**src/verilog/sbg_pkg.sv**
```systemverilog
// shared constants and types for the servo burst gate control
package sbg_pkg;
    // charging mode encoding
    typedef enum logic [0:0] {
        SBG_MODE_TRACK = 1'b0,
        SBG_MODE_SEEK = 1'b1
    } sbg_mode_type;

    // reset value of the latched charging mode
    localparam sbg_mode_type SBG_MODE_RESET = SBG_MODE_TRACK;

    // reset values of the gating, flag and burst registers
    localparam logic [3:0] SBG_GATE_RESET = 4'h0;
    localparam logic SBG_FLAG_RESET = 1'h0;
    localparam logic [3:0] SBG_BURST_RESET = 4'h0;

    // select bus bit positions
    localparam int SBG_SEL_ONE = 0;
    localparam int SBG_SEL_TWO = 1;
    localparam int SBG_SEL_THREE = 2;
    localparam int SBG_SEL_FOUR = 3;

    // charge rate codes: larger value charges faster
    localparam logic [1:0] SBG_RATE_SLOW = 2'h1;
    localparam logic [1:0] SBG_RATE_FAST = 2'h3;
    localparam logic [1:0] SBG_RATE_RESET = 2'h1;
endpackage : sbg_pkg

```
**src/verilog/sbg_obs_mux.sv**
```systemverilog
// observation routing for the four burst outputs
`timescale 1ns/1ps
module sbg_obs_mux
    import sbg_pkg::*;
(
    // clock and reset
    input wire logic ref_clk_in,
    input wire logic rst_b_in,
    // control
    input wire logic observe_in,
    // internal pulse detector taps
    input wire logic diff_pos_in,
    input wire logic diff_neg_in,
    input wire logic zero_cross_in,
    input wire logic qual_delay_in,
    // peak detector levels
    input wire logic [3:0] peak_in,
    // burst outputs
    output logic [3:0] burst_out
);
    logic [3:0] burst_q;
    logic [3:0] burst_d;

    always_comb begin
        if (observe_in) begin
            burst_d = {qual_delay_in, zero_cross_in, diff_neg_in, diff_pos_in};
        end else begin
            burst_d = peak_in;
        end
    end

    always_ff @(posedge ref_clk_in or negedge rst_b_in) begin
        if (!rst_b_in) begin
            burst_q <= SBG_BURST_RESET;
        end else begin
            burst_q <= burst_d;
        end
    end

    assign burst_out = burst_q;
endmodule : sbg_obs_mux

```
**src/verilog/sbg_gate_ctrl.sv**
```systemverilog
// pin decode of servo burst gating, discharge, observation and charging mode
//
// What this block does
// gate-select low, line one high, line three low latches track-follow mode
// gate-select low, line three high, line one low latches seek; both high forbidden
// no latch command decoded keeps the previously latched charging mode
// gate-select low with line two high enters observation mode
// gate-select low with line four high discharges all four burst capacitors
// gate-select high: each select line gates its own burst channel
// discharge, observation and track-follow latch may act in one state
// observation routes differentiator, zero-cross and delayed qualification outputs
// track-follow charges slower than seek
// charging mode starts as track-follow after reset
`timescale 1ns/1ps
module sbg_gate_ctrl
    import sbg_pkg::*;
(
    // clock and reset
    input wire logic ref_clk_in,
    input wire logic rst_b_in,
    // controller pins
    input wire logic gate_select_in,
    input wire logic select_line_one_in,
    input wire logic select_line_two_in,
    input wire logic select_line_three_in,
    input wire logic select_line_four_in,
    // internal pulse detector taps
    input wire logic diff_pos_in,
    input wire logic diff_neg_in,
    input wire logic zero_cross_in,
    input wire logic qual_delay_in,
    input wire logic [3:0] peak_in,
    // channel control to analog
    output logic [3:0] channel_gate_out,
    output logic discharge_out,
    output logic observe_out,
    output logic seek_mode_out,
    output logic [1:0] charge_rate_out,
    output logic illegal_cmd_out,
    // burst outputs
    output logic burst_channel_one_out,
    output logic burst_channel_two_out,
    output logic burst_channel_three_out,
    output logic burst_channel_four_out
);
    // ******************************
    // decode
    // ******************************
    logic [3:0] sel;
    logic latch_track;
    logic latch_seek;
    logic illegal;
    logic want_discharge;
    logic want_observe;
    sbg_mode_type mode_q;
    sbg_mode_type mode_d;
    logic [3:0] gate_q;
    logic [3:0] gate_d;
    logic discharge_q;
    logic observe_q;
    logic [1:0] rate_q;
    logic [1:0] rate_d;
    logic illegal_q;
    logic [3:0] burst;

    // ******************************
    // functions
    // ******************************

    // a select line is a command only while gate-select is low
    function automatic logic cmd_line(input logic gate_sel, input logic [3:0] lines,
                                      input int pos);
        return !gate_sel && lines[pos];
    endfunction : cmd_line

    // gating lines reach the channels only while gate-select is high
    function automatic logic [3:0] gate_lines(input logic gate_sel, input logic [3:0] lines);
        logic [3:0] gated;
        gated = 4'h0;
        if (gate_sel) begin
            gated = lines;
        end
        return gated;
    endfunction : gate_lines

    // slower charge in track-follow keeps the detectors calm on noisy bursts
    function automatic logic [1:0] rate_of(input sbg_mode_type mode);
        logic [1:0] rate;
        rate = SBG_RATE_SLOW;
        if (mode == SBG_MODE_SEEK) begin
            rate = SBG_RATE_FAST;
        end
        return rate;
    endfunction : rate_of

    assign sel = {select_line_four_in, select_line_three_in, select_line_two_in,
                  select_line_one_in};

    // forbidden pair: hold mode rather than guess
    assign illegal = cmd_line(gate_select_in, sel, SBG_SEL_ONE)
                     && cmd_line(gate_select_in, sel, SBG_SEL_THREE);
    assign latch_track = cmd_line(gate_select_in, sel, SBG_SEL_ONE)
                         && !sel[SBG_SEL_THREE];
    assign latch_seek = cmd_line(gate_select_in, sel, SBG_SEL_THREE)
                        && !sel[SBG_SEL_ONE];
    assign want_discharge = cmd_line(gate_select_in, sel, SBG_SEL_FOUR);
    assign want_observe = cmd_line(gate_select_in, sel, SBG_SEL_TWO);
    assign gate_d = gate_lines(gate_select_in, sel);

    // ******************************
    // next charging mode
    // ******************************
    always_comb begin
        mode_d = mode_q;
        if (latch_track) begin
            mode_d = SBG_MODE_TRACK;
        end else if (latch_seek) begin
            mode_d = SBG_MODE_SEEK;
        end
    end

    // rate follows the mode about to be latched, so both flops agree every cycle
    assign rate_d = rate_of(mode_d);

    // ******************************
    // charging mode
    // ******************************
    always_ff @(posedge ref_clk_in or negedge rst_b_in) begin
        if (!rst_b_in) begin
            mode_q <= SBG_MODE_RESET;
        end else begin
            mode_q <= mode_d;
        end
    end

    // ******************************
    // charge rate
    // ******************************
    always_ff @(posedge ref_clk_in or negedge rst_b_in) begin
        if (!rst_b_in) begin
            rate_q <= SBG_RATE_RESET;
        end else begin
            rate_q <= rate_d;
        end
    end

    // ******************************
    // channel gating
    // ******************************
    always_ff @(posedge ref_clk_in or negedge rst_b_in) begin
        if (!rst_b_in) begin
            gate_q <= SBG_GATE_RESET;
        end else begin
            gate_q <= gate_d;
        end
    end

    // ******************************
    // discharge
    // ******************************
    always_ff @(posedge ref_clk_in or negedge rst_b_in) begin
        if (!rst_b_in) begin
            discharge_q <= SBG_FLAG_RESET;
        end else begin
            discharge_q <= want_discharge;
        end
    end

    // ******************************
    // observation
    // ******************************
    always_ff @(posedge ref_clk_in or negedge rst_b_in) begin
        if (!rst_b_in) begin
            observe_q <= SBG_FLAG_RESET;
        end else begin
            observe_q <= want_observe;
        end
    end

    // ******************************
    // refused command flag
    // ******************************
    // flag only reports; discharge and observation still act on a refused command
    always_ff @(posedge ref_clk_in or negedge rst_b_in) begin
        if (!rst_b_in) begin
            illegal_q <= SBG_FLAG_RESET;
        end else begin
            illegal_q <= illegal;
        end
    end

    // ******************************
    // observation routing
    // ******************************
    // burst pins lag the control flops by one more register stage
    sbg_obs_mux u_obs (
        .ref_clk_in(ref_clk_in),
        .rst_b_in(rst_b_in),
        .observe_in(observe_q),
        .diff_pos_in(diff_pos_in),
        .diff_neg_in(diff_neg_in),
        .zero_cross_in(zero_cross_in),
        .qual_delay_in(qual_delay_in),
        .peak_in(peak_in),
        .burst_out(burst)
    );

    // ******************************
    // outputs
    // ******************************
    // every pin comes straight from a flop, no decode glitches reach the analog side
    assign channel_gate_out = gate_q;
    assign discharge_out = discharge_q;
    assign observe_out = observe_q;
    assign seek_mode_out = mode_q;
    assign charge_rate_out = rate_q;
    assign illegal_cmd_out = illegal_q;
    assign burst_channel_one_out = burst[0];
    assign burst_channel_two_out = burst[1];
    assign burst_channel_three_out = burst[2];
    assign burst_channel_four_out = burst[3];
endmodule : sbg_gate_ctrl

```
**config.mk**
```make
export PLATFORM = sky130hd
export DESIGN_NAME = sbg_gate_ctrl
export DESIGN_NICKNAME = d
export VERILOG_FILES = /design/src/verilog/sbg_pkg.sv /design/src/verilog/sbg_obs_mux.sv /design/src/verilog/sbg_gate_ctrl.sv
export SDC_FILE = /design/constraint.sdc
export NUM_CORES = 1
export LEC_CHECK = 0
export ABC_AREA = 1
export BUFFER_PORTS_ARGS = -buffer_cell sky130_fd_sc_hd__buf_4
export CELL_PAD_IN_SITES_DETAIL_PLACEMENT = 1
export CELL_PAD_IN_SITES_GLOBAL_PLACEMENT = 2
export CORE_ASPECT_RATIO = 1.4
export CORE_MARGIN = 2
export CORE_UTILIZATION = 22
export DETAILED_ROUTE_END_ITERATION = 6
export GPL_TIMING_DRIVEN = 0
export PLACE_DENSITY_LB_ADDON = 0.1
export SYNTH_ARGS = -nofsm -noshare
export SYNTH_HDL_FRONTEND = slang
export SYNTH_SLANG_ARGS = --single-unit
```
**constraint.sdc**
```tcl
create_clock -name ref_clk_in -period 1.14 [get_ports ref_clk_in]
set_input_delay 0.114 -clock ref_clk_in [delete_from_list [all_inputs] [get_ports ref_clk_in]]
set_output_delay 0.114 -clock ref_clk_in [all_outputs]
set_load 0.05 [all_outputs]
```
Yosys cells after proc, flatten, opt, wreduce, memory -nomap -nowiden
Cells that the tools add are included.
{"block": "word_totals", "ff_bits": 14, "in_bits": 15, "out_inout_bits": 14, "word_cells": 22}
{"block": "classes", "mux": 5, "n_reduce_logical": 10}
{"op": "4-bit 2-to-1 mux", "count": 2}
{"op": "1-bit logical AND", "count": 7}
{"op": "1-bit zero test", "count": 3}
{"op": "1-bit 2-to-1 mux", "count": 2}
{"op": "2-bit 2-to-1 mux", "count": 1}

Depth between registers and ports, before layout
Gate-level depths: netlist of the first run.
{"block": "logic_depth", "depth_word": 6, "mapped_depth": 4, "depth_no_buf": 4}

Hierarchy
From an unflattened synthesis of the first run, not the netlist that was laid out.
{"block": "unflattened", "cells_unflattened": 49, "hier_area_um2": 470.5}
{"module": "sbg_gate_ctrl", "instances": 1, "cells_per_inst": 32, "area_per_inst_um2": 321.6, "seq_area_each_um2": 200.2}
{"module": "sbg_obs_mux", "instances": 1, "cells_per_inst": 17, "area_per_inst_um2": 148.9, "seq_area_each_um2": 100.1}

Worst setup path before layout of the first run
OpenSTA, ideal clock, no wires.
{"block": "synth_path", "kind": "reg-to-output", "startpoint": "register rate_q[1], in the netlist charge_rate_out[1]", "endpoint": "output charge_rate_out[1]", "arrival_time_ns": 0.904, "required_time_ns": 1.026, "setup_slack_ns": 0.122, "path_stages_with_launch": 2, "n_path_buf": 1, "path_cell_list": "dfrtp_1 -> buf_4"}
{"element": "from (decl)", "line": "sbg_gate_ctrl.sv:61", "source": "logic [1:0] rate_q;"}
{"element": "from (signal assigned)", "line": "sbg_gate_ctrl.sv:143", "source": "rate_q <= rate_d;"}
{"element": "to (decl)", "line": "sbg_gate_ctrl.sv:38", "source": "output logic [1:0] charge_rate_out,"}
No word-level cell between the ends.

Final worst setup path of the first run
{"block": "layout_path", "startpoint": "register rate_q[1], in the netlist charge_rate_out[1]", "endpoint": "output charge_rate_out[1]"}
No word-level cell between the ends.

==> results_dict.tcl, run 1 <==
set metrics [dict create \
    ys_seq_elements 12 \
    grt_pass1_wl_microns 1593 \
    num_antenna_cells 0 \
    postCtsSetupBuffers 0 \
    clockRootBuffer "clkbuf_4" \
    cap_viol_max_count 0 \
    syn-cell-area_sq_um 454.2 \
    area_growth_pct 57.85 \
    vias_per_cell 4.050 \
    synth_cells 48 \
    cpPeakStageDelay_ps 390 \
    grt_pass1_vias 372 \
    tritoncts "yes" \
    hold_slack_ps 46.66 \
    dr_total_vias 405 \
    ir_drop_uv 633.3 \
    fin_cells 100 \
    finalSetupViolCount 0 \
    start_util 0.2330 \
    dpl-instance-area_sq_um 683.2 \
    crit_chain "buf_4 -> buf_4" \
    crit_type "flop to primary output" \
    rsz0062_at_grt "false" \
    status "completed" \
    grtUsageTotal 0.08962 \
    required_ps 1030 \
    power_mw 0.9997 \
    clk_latency_ps 260 \
    grt_overflow_total 0 \
    nNetsFinal 96 \
    die_area_sq_um 2449 \
    cp.arrival_ps 960 \
    wl_microns 1001 \
    portBuffers 27 \
    remaining_drc_errors 0 \
    post-route-min-period_ps 1077 \
    antenna_found_initial 0 \
    hpwlAfterDp_microns 809.7 \
    rows 19 \
    n_fill_cell 240 \
    drive_gt1_frac 0.4430 \
    drtIter0Drc 1 \
    hold_viol 0 \
    power_density_nw_per_um2 1394 \
    die_h_microns 57.76 \
    gp_congestion 0.6453 \
    worst_setup_path_end_kind "primary output" \
    firstDrtPassIters 3 \
    max_freq_mhz 928.4 \
    syn_area_per_cell_sq_um 9.462 \
    p_leak_nw 0.4240 \
    placed_cells 96 \
    syn-num-nets 63 \
    hold_path.class "input pin to flop" \
    startpoint_type "flop" \
    wl_per_cell_microns 10.01 \
    path_max_fanout 3 \
    synth_cell_type_count 10 \
    grt_max_degree 13 \
    synth.yosys.seq_area_share 0.6612 \
    cts_made_buffers 3 \
    cts.clk_slew.worst_paths_ps 70 \
    use_met2 0.1451 \
    cpMaxStageDelayCell "dfrtp_1" \
    clock_path_buffers 2 \
    fp.coreArea_sq_um 1949 \
    final_cell_area_sq_um 716.9 \
    busiest_layer "met2" \
    ant_nets 0 \
    met1_usage 0.09289 \
    fin_skew_ps 0.4300 \
    cp_common_cell "buf_4" \
    fin_crit_sh 0.9449 \
    die_x_microns 42.40 \
    pin_count 29 \
    fin_setup_tns_ps 0 \
    drv_slew 0 \
    grtUsageMet3 0.02492 \
    yosys_warnings 0 \
    cts-htree-levels 1 \
    clkSinkCount 12 \
]
## final timing paths
check / start / to / slack (ps) / cells after the start
max: charge_rate_out[1]$_DFF_PN0_ / charge_rate_out[1] / 60 / 2
min: select_line_four_in / channel_gate_out[3]$_DFF_PN0_ / 50 / 3
max reg2reg: observe_out$_DFF_PN0_ / u_obs.burst_out[3]$_DFF_PN0_ / 410 / 2
min reg2reg: charge_rate_out[1]$_DFF_PN0_ / charge_rate_out[1]$_DFF_PN0_ / 560 / 2
max in group asynchronous: rst_b_in / observe_out$_DFF_PN0_ / 740 / 2
min in group asynchronous: rst_b_in / discharge_out$_DFF_PN0_ / 230 / 2
## cells in the final DEF (no fill, tap or decap)
cell / count
buf_4: 29
inv_1: 12
dfrtp_1: 11
nand2_1: 10
nor2_1: 4
o21ai_0: 4
clkbuf_4: 3
inv_2: 1
nand3_1: 1
a21oi_2: 1
conb_1: 1
dlygate4sd3_1: 1
dfrtp_2: 1
## synth_stat cells (all sizes together)
master,number,share of area
o21ai,4,0.044
nand3,1,0.011
nor2,4,0.033
dfrtp,12,0.66
inv,13,0.11
nand2,10,0.083
buf,2,0.033
a21oi,1,0.019
conb,1,0.0083
## timing repair
| item | 4_1_cts | 5_1_grt |
|---|---|---|
| resized for setup | 0 | 1 |
| hold endpoints to repair | 12 | 0 |
| endpoints found under the setup margin | 0 | 1 |
| hold buffers | 1 | 0 |
## metal layers
metal / wire [microns] / part of all wire / vias to the layer above
met1: 402 / 0.40 / 189
met4: 13 / 0.013 / 0
met5: 0 / 0 / -
met3: 95 / 0.095 / 2
li1: - / - / 196
met2: 489 / 0.49 / 18
## worst max-delay path: cells and delay by family, from the launching register on
| kind | cells | cell delay (ps) |
|---|---|---|
| flip-flops | 1 | 390 |
| buffers and inverters | 2 | 310 |
## flip-flops by register name (all words and copies together), names as in the netlist
signal / count
charge_rate_out: 1
channel_gate_out: 4
illegal_cmd_out: 1
discharge_out: 1
u_obs.burst_out: 4
observe_out: 1
## cell families after synthesis
group	count (synthesis)	synth area share
flops	12	0.6612
other cells	1	0.008257
compound gates	5	0.06337
buf+inv	15	0.1405
simple gates	15	0.1267
## area by class of cell
type                    instances  area (sq um)  area share
plain buffers                   2         15.01     0.02094
clock buffers                   3         22.52     0.03141
inverters                      13         48.80     0.06806
multi-input cells              21         90.09      0.1257
flip-flops and latches         12         301.5      0.4206
well taps                      21         26.28     0.03665
repair buffers                 28         212.7      0.2967
## stage by stage
stage	utilization	setup WS, ps
6_report	0.3678	62.83
4_1_cts	0.3671	4.502
3_5_place_dp	0.3504	301.2
2_1_floorplan	-	122.4
5_1_grt	0.3678	24.75
3_3_place_gp	0.3504	300.6
## power breakdown
group | leakage, nW | internal (mW) | switching, mW
Sequential | 0.149 | 0.455 | 0.0134
Clock | 0.0138 | 0.122 | 0.122
Combinational | 0.261 | 0.101 | 0.188
Total | 0.424 | 0.677 | 0.323
(Power assumes the default switching activity.)
==> inputs of run 2 (changes only) <==
==> constraint.sdc (replaced) <==
create_clock -name ref_clk_in -period 1.14 [get_ports ref_clk_in]
set_input_delay 0 -clock ref_clk_in [delete_from_list [all_inputs] [get_ports ref_clk_in]]
set_output_delay 0 -clock ref_clk_in [all_outputs]
set_load 0.05 [all_outputs]
==> results_dict.tcl, run 2 (same netlist as run 1, synthesis figures left out) <==
set metrics [dict create \
    cp.arrival_ps 980 \
    n_fill_cell 235 \
    finalSetupViolCount 0 \
    wl_per_cell_microns 10.22 \
    tritoncts "yes" \
    num_antenna_cells 0 \
    ff2ff_path_depth 2 \
    final_cell_mix "buf_4 (29), dlygate4sd3_1 (16), inv_1 (12), dfrtp_1 (12), nand2_1 (10)" \
    cpPeakStageDelay_ps 470 \
    ir_drop_uv 651.7 \
    grt_pass1_wl_microns 1925 \
    gp_congestion 0.6453 \
    dpl-instance-area_sq_um 683.2 \
    rrSetupSlack_ps 340 \
    clock_path_buffers 2 \
    combinationalPowerShare 0.317 \
    die_area_sq_um 2449 \
    r2r-end "u_obs.burst_out[3]$_DFF_PN0_" \
    cts.clk_slew.worst_paths_ps 70 \
    pwr-share-clk 0.234 \
    firstDrtPassIters 4 \
    remaining_drc_errors 0 \
    fin_skew_ps 0.6749 \
    wl_microns 1175 \
    drive_gt1_frac 0.3617 \
    layout.cells.most_common "buf_4" \
    antenna_found_initial 0 \
    post-route-min-period_ps 983.7 \
    cp_top_family "flip-flops" \
    pre_cts_slack_ps 362.7 \
    drtIter0Drc 3 \
    cap_viol_max_count 0 \
    die_x_microns 42.40 \
    grt_max_degree 13 \
    portBuffers 27 \
    ant_nets 0 \
    nNetsFinal 111 \
    vias_per_cell 4.009 \
    pin_count 29 \
    crit_buf_inv 1 \
    max_freq_mhz 1017 \
    startpoint_type "flop" \
    reg2reg_from "observe_out$_DFF_PN0_" \
    grtUsageTotal 0.1090 \
    cts_made_buffers 3 \
    power_switching_mw 0.3313 \
    start_util 0.2330 \
    pwr-share-seq 0.449 \
    setup_slack_ps 156.3 \
    cell_internal_pwr_mw 0.7101 \
    clk_latency_ps 260 \
    hold_viol 0 \
    area_growth_pct 90.63 \
    ctsResizeCount 0 \
    hpwlAfterDp_microns 809.7 \
    path_max_fanout 9 \
    clkSinkCount 12 \
    dr_total_vias 461 \
    power_density_nw_per_um2 1203 \
    worst_setup_path_end_kind "primary output" \
    cts-htree-levels 1 \
    clockRootBuffer "clkbuf_4" \
    fin_crit_sh 0.8629 \
    grt_pass1_vias 450 \
    power.share.switching 0.3181 \
    hold_path.class "input pin to asynchronous set/reset pin" \
    cpMaxStageDelayCell "dfrtp_1" \
    fp.coreArea_sq_um 1949 \
    fin_setup_tns_ps 0 \
    rsz0062_at_grt "false" \
    p_leak_nw 0.4880 \
    final_cell_area_sq_um 865.8 \
    crit_type "flop to primary output" \
    postCtsSetupBuffers 0 \
    rows 19 \
    grt_overflow_total 0 \
    die_h_microns 57.76 \
    status "completed" \
    crit_chain "buf_4" \
    required_ps 1140 \
    drv_slew 0 \
]
## run 2: cell types whose count changed in the layout (fill, tap and decap cells not counted)
cell / previous run / this run
dfrtp_1: 11 / 12
dfrtp_2: 1 / 0
dlygate4sd3_1: 1 / 16
## run 2: metal layers
metal  GRT usage  wire length [microns]  share of wire  vias up
met5           0                      0              0        -
met2      0.2022                    647           0.55       18
li1            -                      -              -      226
met1      0.1030                    432           0.37      215
met3     0.02181                     81          0.069        2
met4     0.08036                     13          0.011        0
## run 2: metrics by stage
stage                     total power, mW  hold slack (ps)  std cells  utilization
after CTS                           1.064            106.7        115       0.4442
after floorplan                    0.6490           -295.6         48            -
after detailed placement           0.7659           -149.3         96       0.3504
after global placement             0.7646           -150.4         96       0.3504
final                               1.041            109.1        115       0.4442
after global routing                1.103            120.4        115       0.4442
## run 2: repair_timing
item                                    in CTS  in global routing
endpoints found under the hold margin       23                  1
hold buffers                                16                  1
endpoints found under the setup margin       0                  1
## run 2: layout make-up
cell class                 instances  area (sq um)  share of cell area
clock buffer                       3         22.52             0.02601
sequential                        12         300.3              0.3468
timing repair buffer              43         362.8              0.4191
tap                               21         26.28             0.03035
multi-input combinational         21         90.09              0.1040
inverter                          13         48.80             0.05636
buffer                             2         15.01             0.01734
## run 2: worst max-delay path by stage
stage	slack [ps]	end	cells past startpoint	startpoint
detailed placement	360	u_obs.burst_out[3]$_DFF_PN0_	2	observe_out$_DFF_PN0_
floorplan	140	u_obs.burst_out[0]$_DFF_PN0_	1	observe_out$_DFF_PN0_
global route	80	observe_out	1	observe_out$_DFF_PN0_
CTS	30	channel_gate_out[3]$_DFF_PN0_	5	select_line_four_in
global placement	380	u_obs.burst_out[3]$_DFF_PN0_	2	observe_out$_DFF_PN0_
finish	160	observe_out	1	observe_out$_DFF_PN0_
## run 2: power by group through the flow
| stage | combinational, mW | clock (mW) | sequential (mW) |
|---|---|---|---|
| floorplan | 0.0683 | 0 | 0.581 |
| global placement | 0.287 | 0 | 0.477 |
| detailed placement | 0.289 | 0 | 0.477 |
| CTS | 0.333 | 0.262 | 0.468 |
| global route | 0.352 | 0.280 | 0.471 |
| finish | 0.330 | 0.243 | 0.468 |
==> inputs of run 3 (changes only) <==
--- a/config.mk
+++ b/config.mk
@@ -10,7 +10,6 @@
 export CELL_PAD_IN_SITES_DETAIL_PLACEMENT = 1
 export CELL_PAD_IN_SITES_GLOBAL_PLACEMENT = 2
 export CORE_ASPECT_RATIO = 1.4
-export CORE_MARGIN = 2
 export CORE_UTILIZATION = 22
 export DETAILED_ROUTE_END_ITERATION = 6
 export GPL_TIMING_DRIVEN = 0
==> results_dict.tcl, run 3 (same netlist as run 1, synthesis figures left out) <==
set metrics [dict create \
    finalSetupViolCount 0 \
    fp.coreArea_sq_um 1949 \
    area_growth_pct 90.63 \
    die_h_microns 55.76 \
    num_antenna_cells 0 \
    clkSinkCount 12 \
    clk_latency_ps 260 \
    die_area_sq_um 2253 \
    hold_path.class "input pin to asynchronous set/reset pin" \
    wl_microns 1104 \
    cts_made_buffers 3 \
    grt_pass1_wl_microns 1773 \
    drv_slew 0 \
    grt_overflow_total 0 \
    rows 19 \
    cpPeakStageDelay_ps 480 \
    crit_type "flop to primary output" \
    hpwlAfterDp_microns 801.2 \
    postCtsSetupBuffers 0 \
    gp_congestion 0.6203 \
    status "completed" \
    ant_nets 0 \
    fin_skew_ps 3.314 \
    vias_per_cell 4.017 \
    startpoint_type "flop" \
    grtUsageTotal 0.1131 \
    start_util 0.2330 \
    worst_setup_path_end_kind "primary output" \
    fin_crit_sh 0.8707 \
    required_ps 1140 \
    cp_top_family "flip-flops" \
    top_layer "met4" \
    portBuffers 27 \
    die_x_microns 40.40 \
    pin_count 29 \
    drtIter0Drc 2 \
    ir_drop_uv 558.9 \
    clockRootBuffer "clkbuf_4" \
    crit_buf_inv 1 \
    firstDrtPassIters 2 \
    wl_per_cell_microns 9.600 \
    clock_path_buffers 2 \
    cts.clk_slew.worst_paths_ps 70 \
    power_density_nw_per_um2 1205 \
    rsz0062_at_grt "false" \
    max_freq_mhz 1008 \
    hold_viol 0 \
    layout.cells.most_common "buf_4" \
    p_leak_nw 0.4880 \
    power_mw 1.043 \
    remaining_drc_errors 0 \
    crit_chain "buf_4" \
    path_max_fanout 9 \
    antenna_found_initial 0 \
    nNetsFinal 111 \
    cts-htree-levels 1 \
    grt_pass1_vias 423 \
    met1Wirelength_microns 447 \
    tritoncts "yes" \
    grt_max_degree 13 \
    wl_met3_microns 83 \
    cpMaxStageDelayCell "dfrtp_1" \
    dr_total_vias 462 \
    drive_gt1_frac 0.3617 \
    cp.arrival_ps 990 \
    post-route-min-period_ps 992.5 \
    cap_viol_max_count 0 \
    wl_met2_microns 563 \
    fin_setup_tns_ps 0 \
    final_cell_mix "buf_4 (29), dlygate4sd3_1 (16), inv_1 (12), dfrtp_1 (12), nand2_1 (10)" \
]
## run 3: path summary, 6_finish.rpt
check	end	slack, ps	cells after the start	startpoint
max in group asynchronous	charge_rate_out[1]$_DFF_PN0_	870	2	rst_b_in
hold / removal	discharge_out$_DFF_PN0_	110	2	rst_b_in
min in group ref_clk_in	channel_gate_out[3]$_DFF_PN0_	480	4	select_line_four_in
setup / recovery	observe_out	150	1	observe_out$_DFF_PN0_
hold reg to reg	charge_rate_out[1]$_DFF_PN0_	550	2	charge_rate_out[1]$_DFF_PN0_
setup reg to reg	u_obs.burst_out[3]$_DFF_PN0_	380	2	observe_out$_DFF_PN0_
## run 3: per-stage QoR
| stage | area [sq um] | std cells | hold slack (ps) | worst slack [ps] | utilization |
|---|---|---|---|---|---|
| after detailed placement | 683.2 | 96 | -151.0 | 366.3 | 0.3504 |
| final | 865.8 | 115 | 113.4 | 147.5 | 0.4442 |
| after floorplan | 454.2 | 48 | -295.6 | 140.2 | - |
| after global routing | 865.8 | 115 | 123.7 | 84.70 | 0.4442 |
| after global placement | 683.2 | 96 | -151.1 | 378.9 | 0.3504 |
| after CTS | 865.8 | 115 | 107.9 | 22.02 | 0.4442 |
## run 3: per-layer routing
layer / vias up / GRT usage
met5: - / 0
met4: 0 / 0.05714
met3: 2 / 0.02400
met2: 19 / 0.1814
met1: 213 / 0.1328
li1: 228 / -
## run 3: area by class of cell
type | count | area [sq um]
Clock buffer | 3 | 22.52
Tap cell | 21 | 26.28
Timing Repair Buffer | 43 | 362.8
Sequential cell | 12 | 300.3
Fill cell | 238 | 1084
Multi-Input combinational cell | 21 | 90.09
Buffer | 2 | 15.01
Inverter | 13 | 48.80
## run 3: repair_timing
item / 4_1_cts / 5_1_grt
endpoints found under the setup margin: 0 / 1
endpoints found under the hold margin: 23 / 1
hold buffers: 16 / 1
gates resized for setup: 0 / 0
## run 3: power by group
| part | internal, mW | leakage, nW | switching [mW] | total [mW] |
|---|---|---|---|---|
| combinational | 0.134 | 0.324 | 0.196 | 0.330 |
| sequential | 0.454 | 0.150 | 0.0142 | 0.469 |
| clock | 0.122 | 0.0138 | 0.123 | 0.245 |
| total | 0.710 | 0.488 | 0.333 | 1.04 |
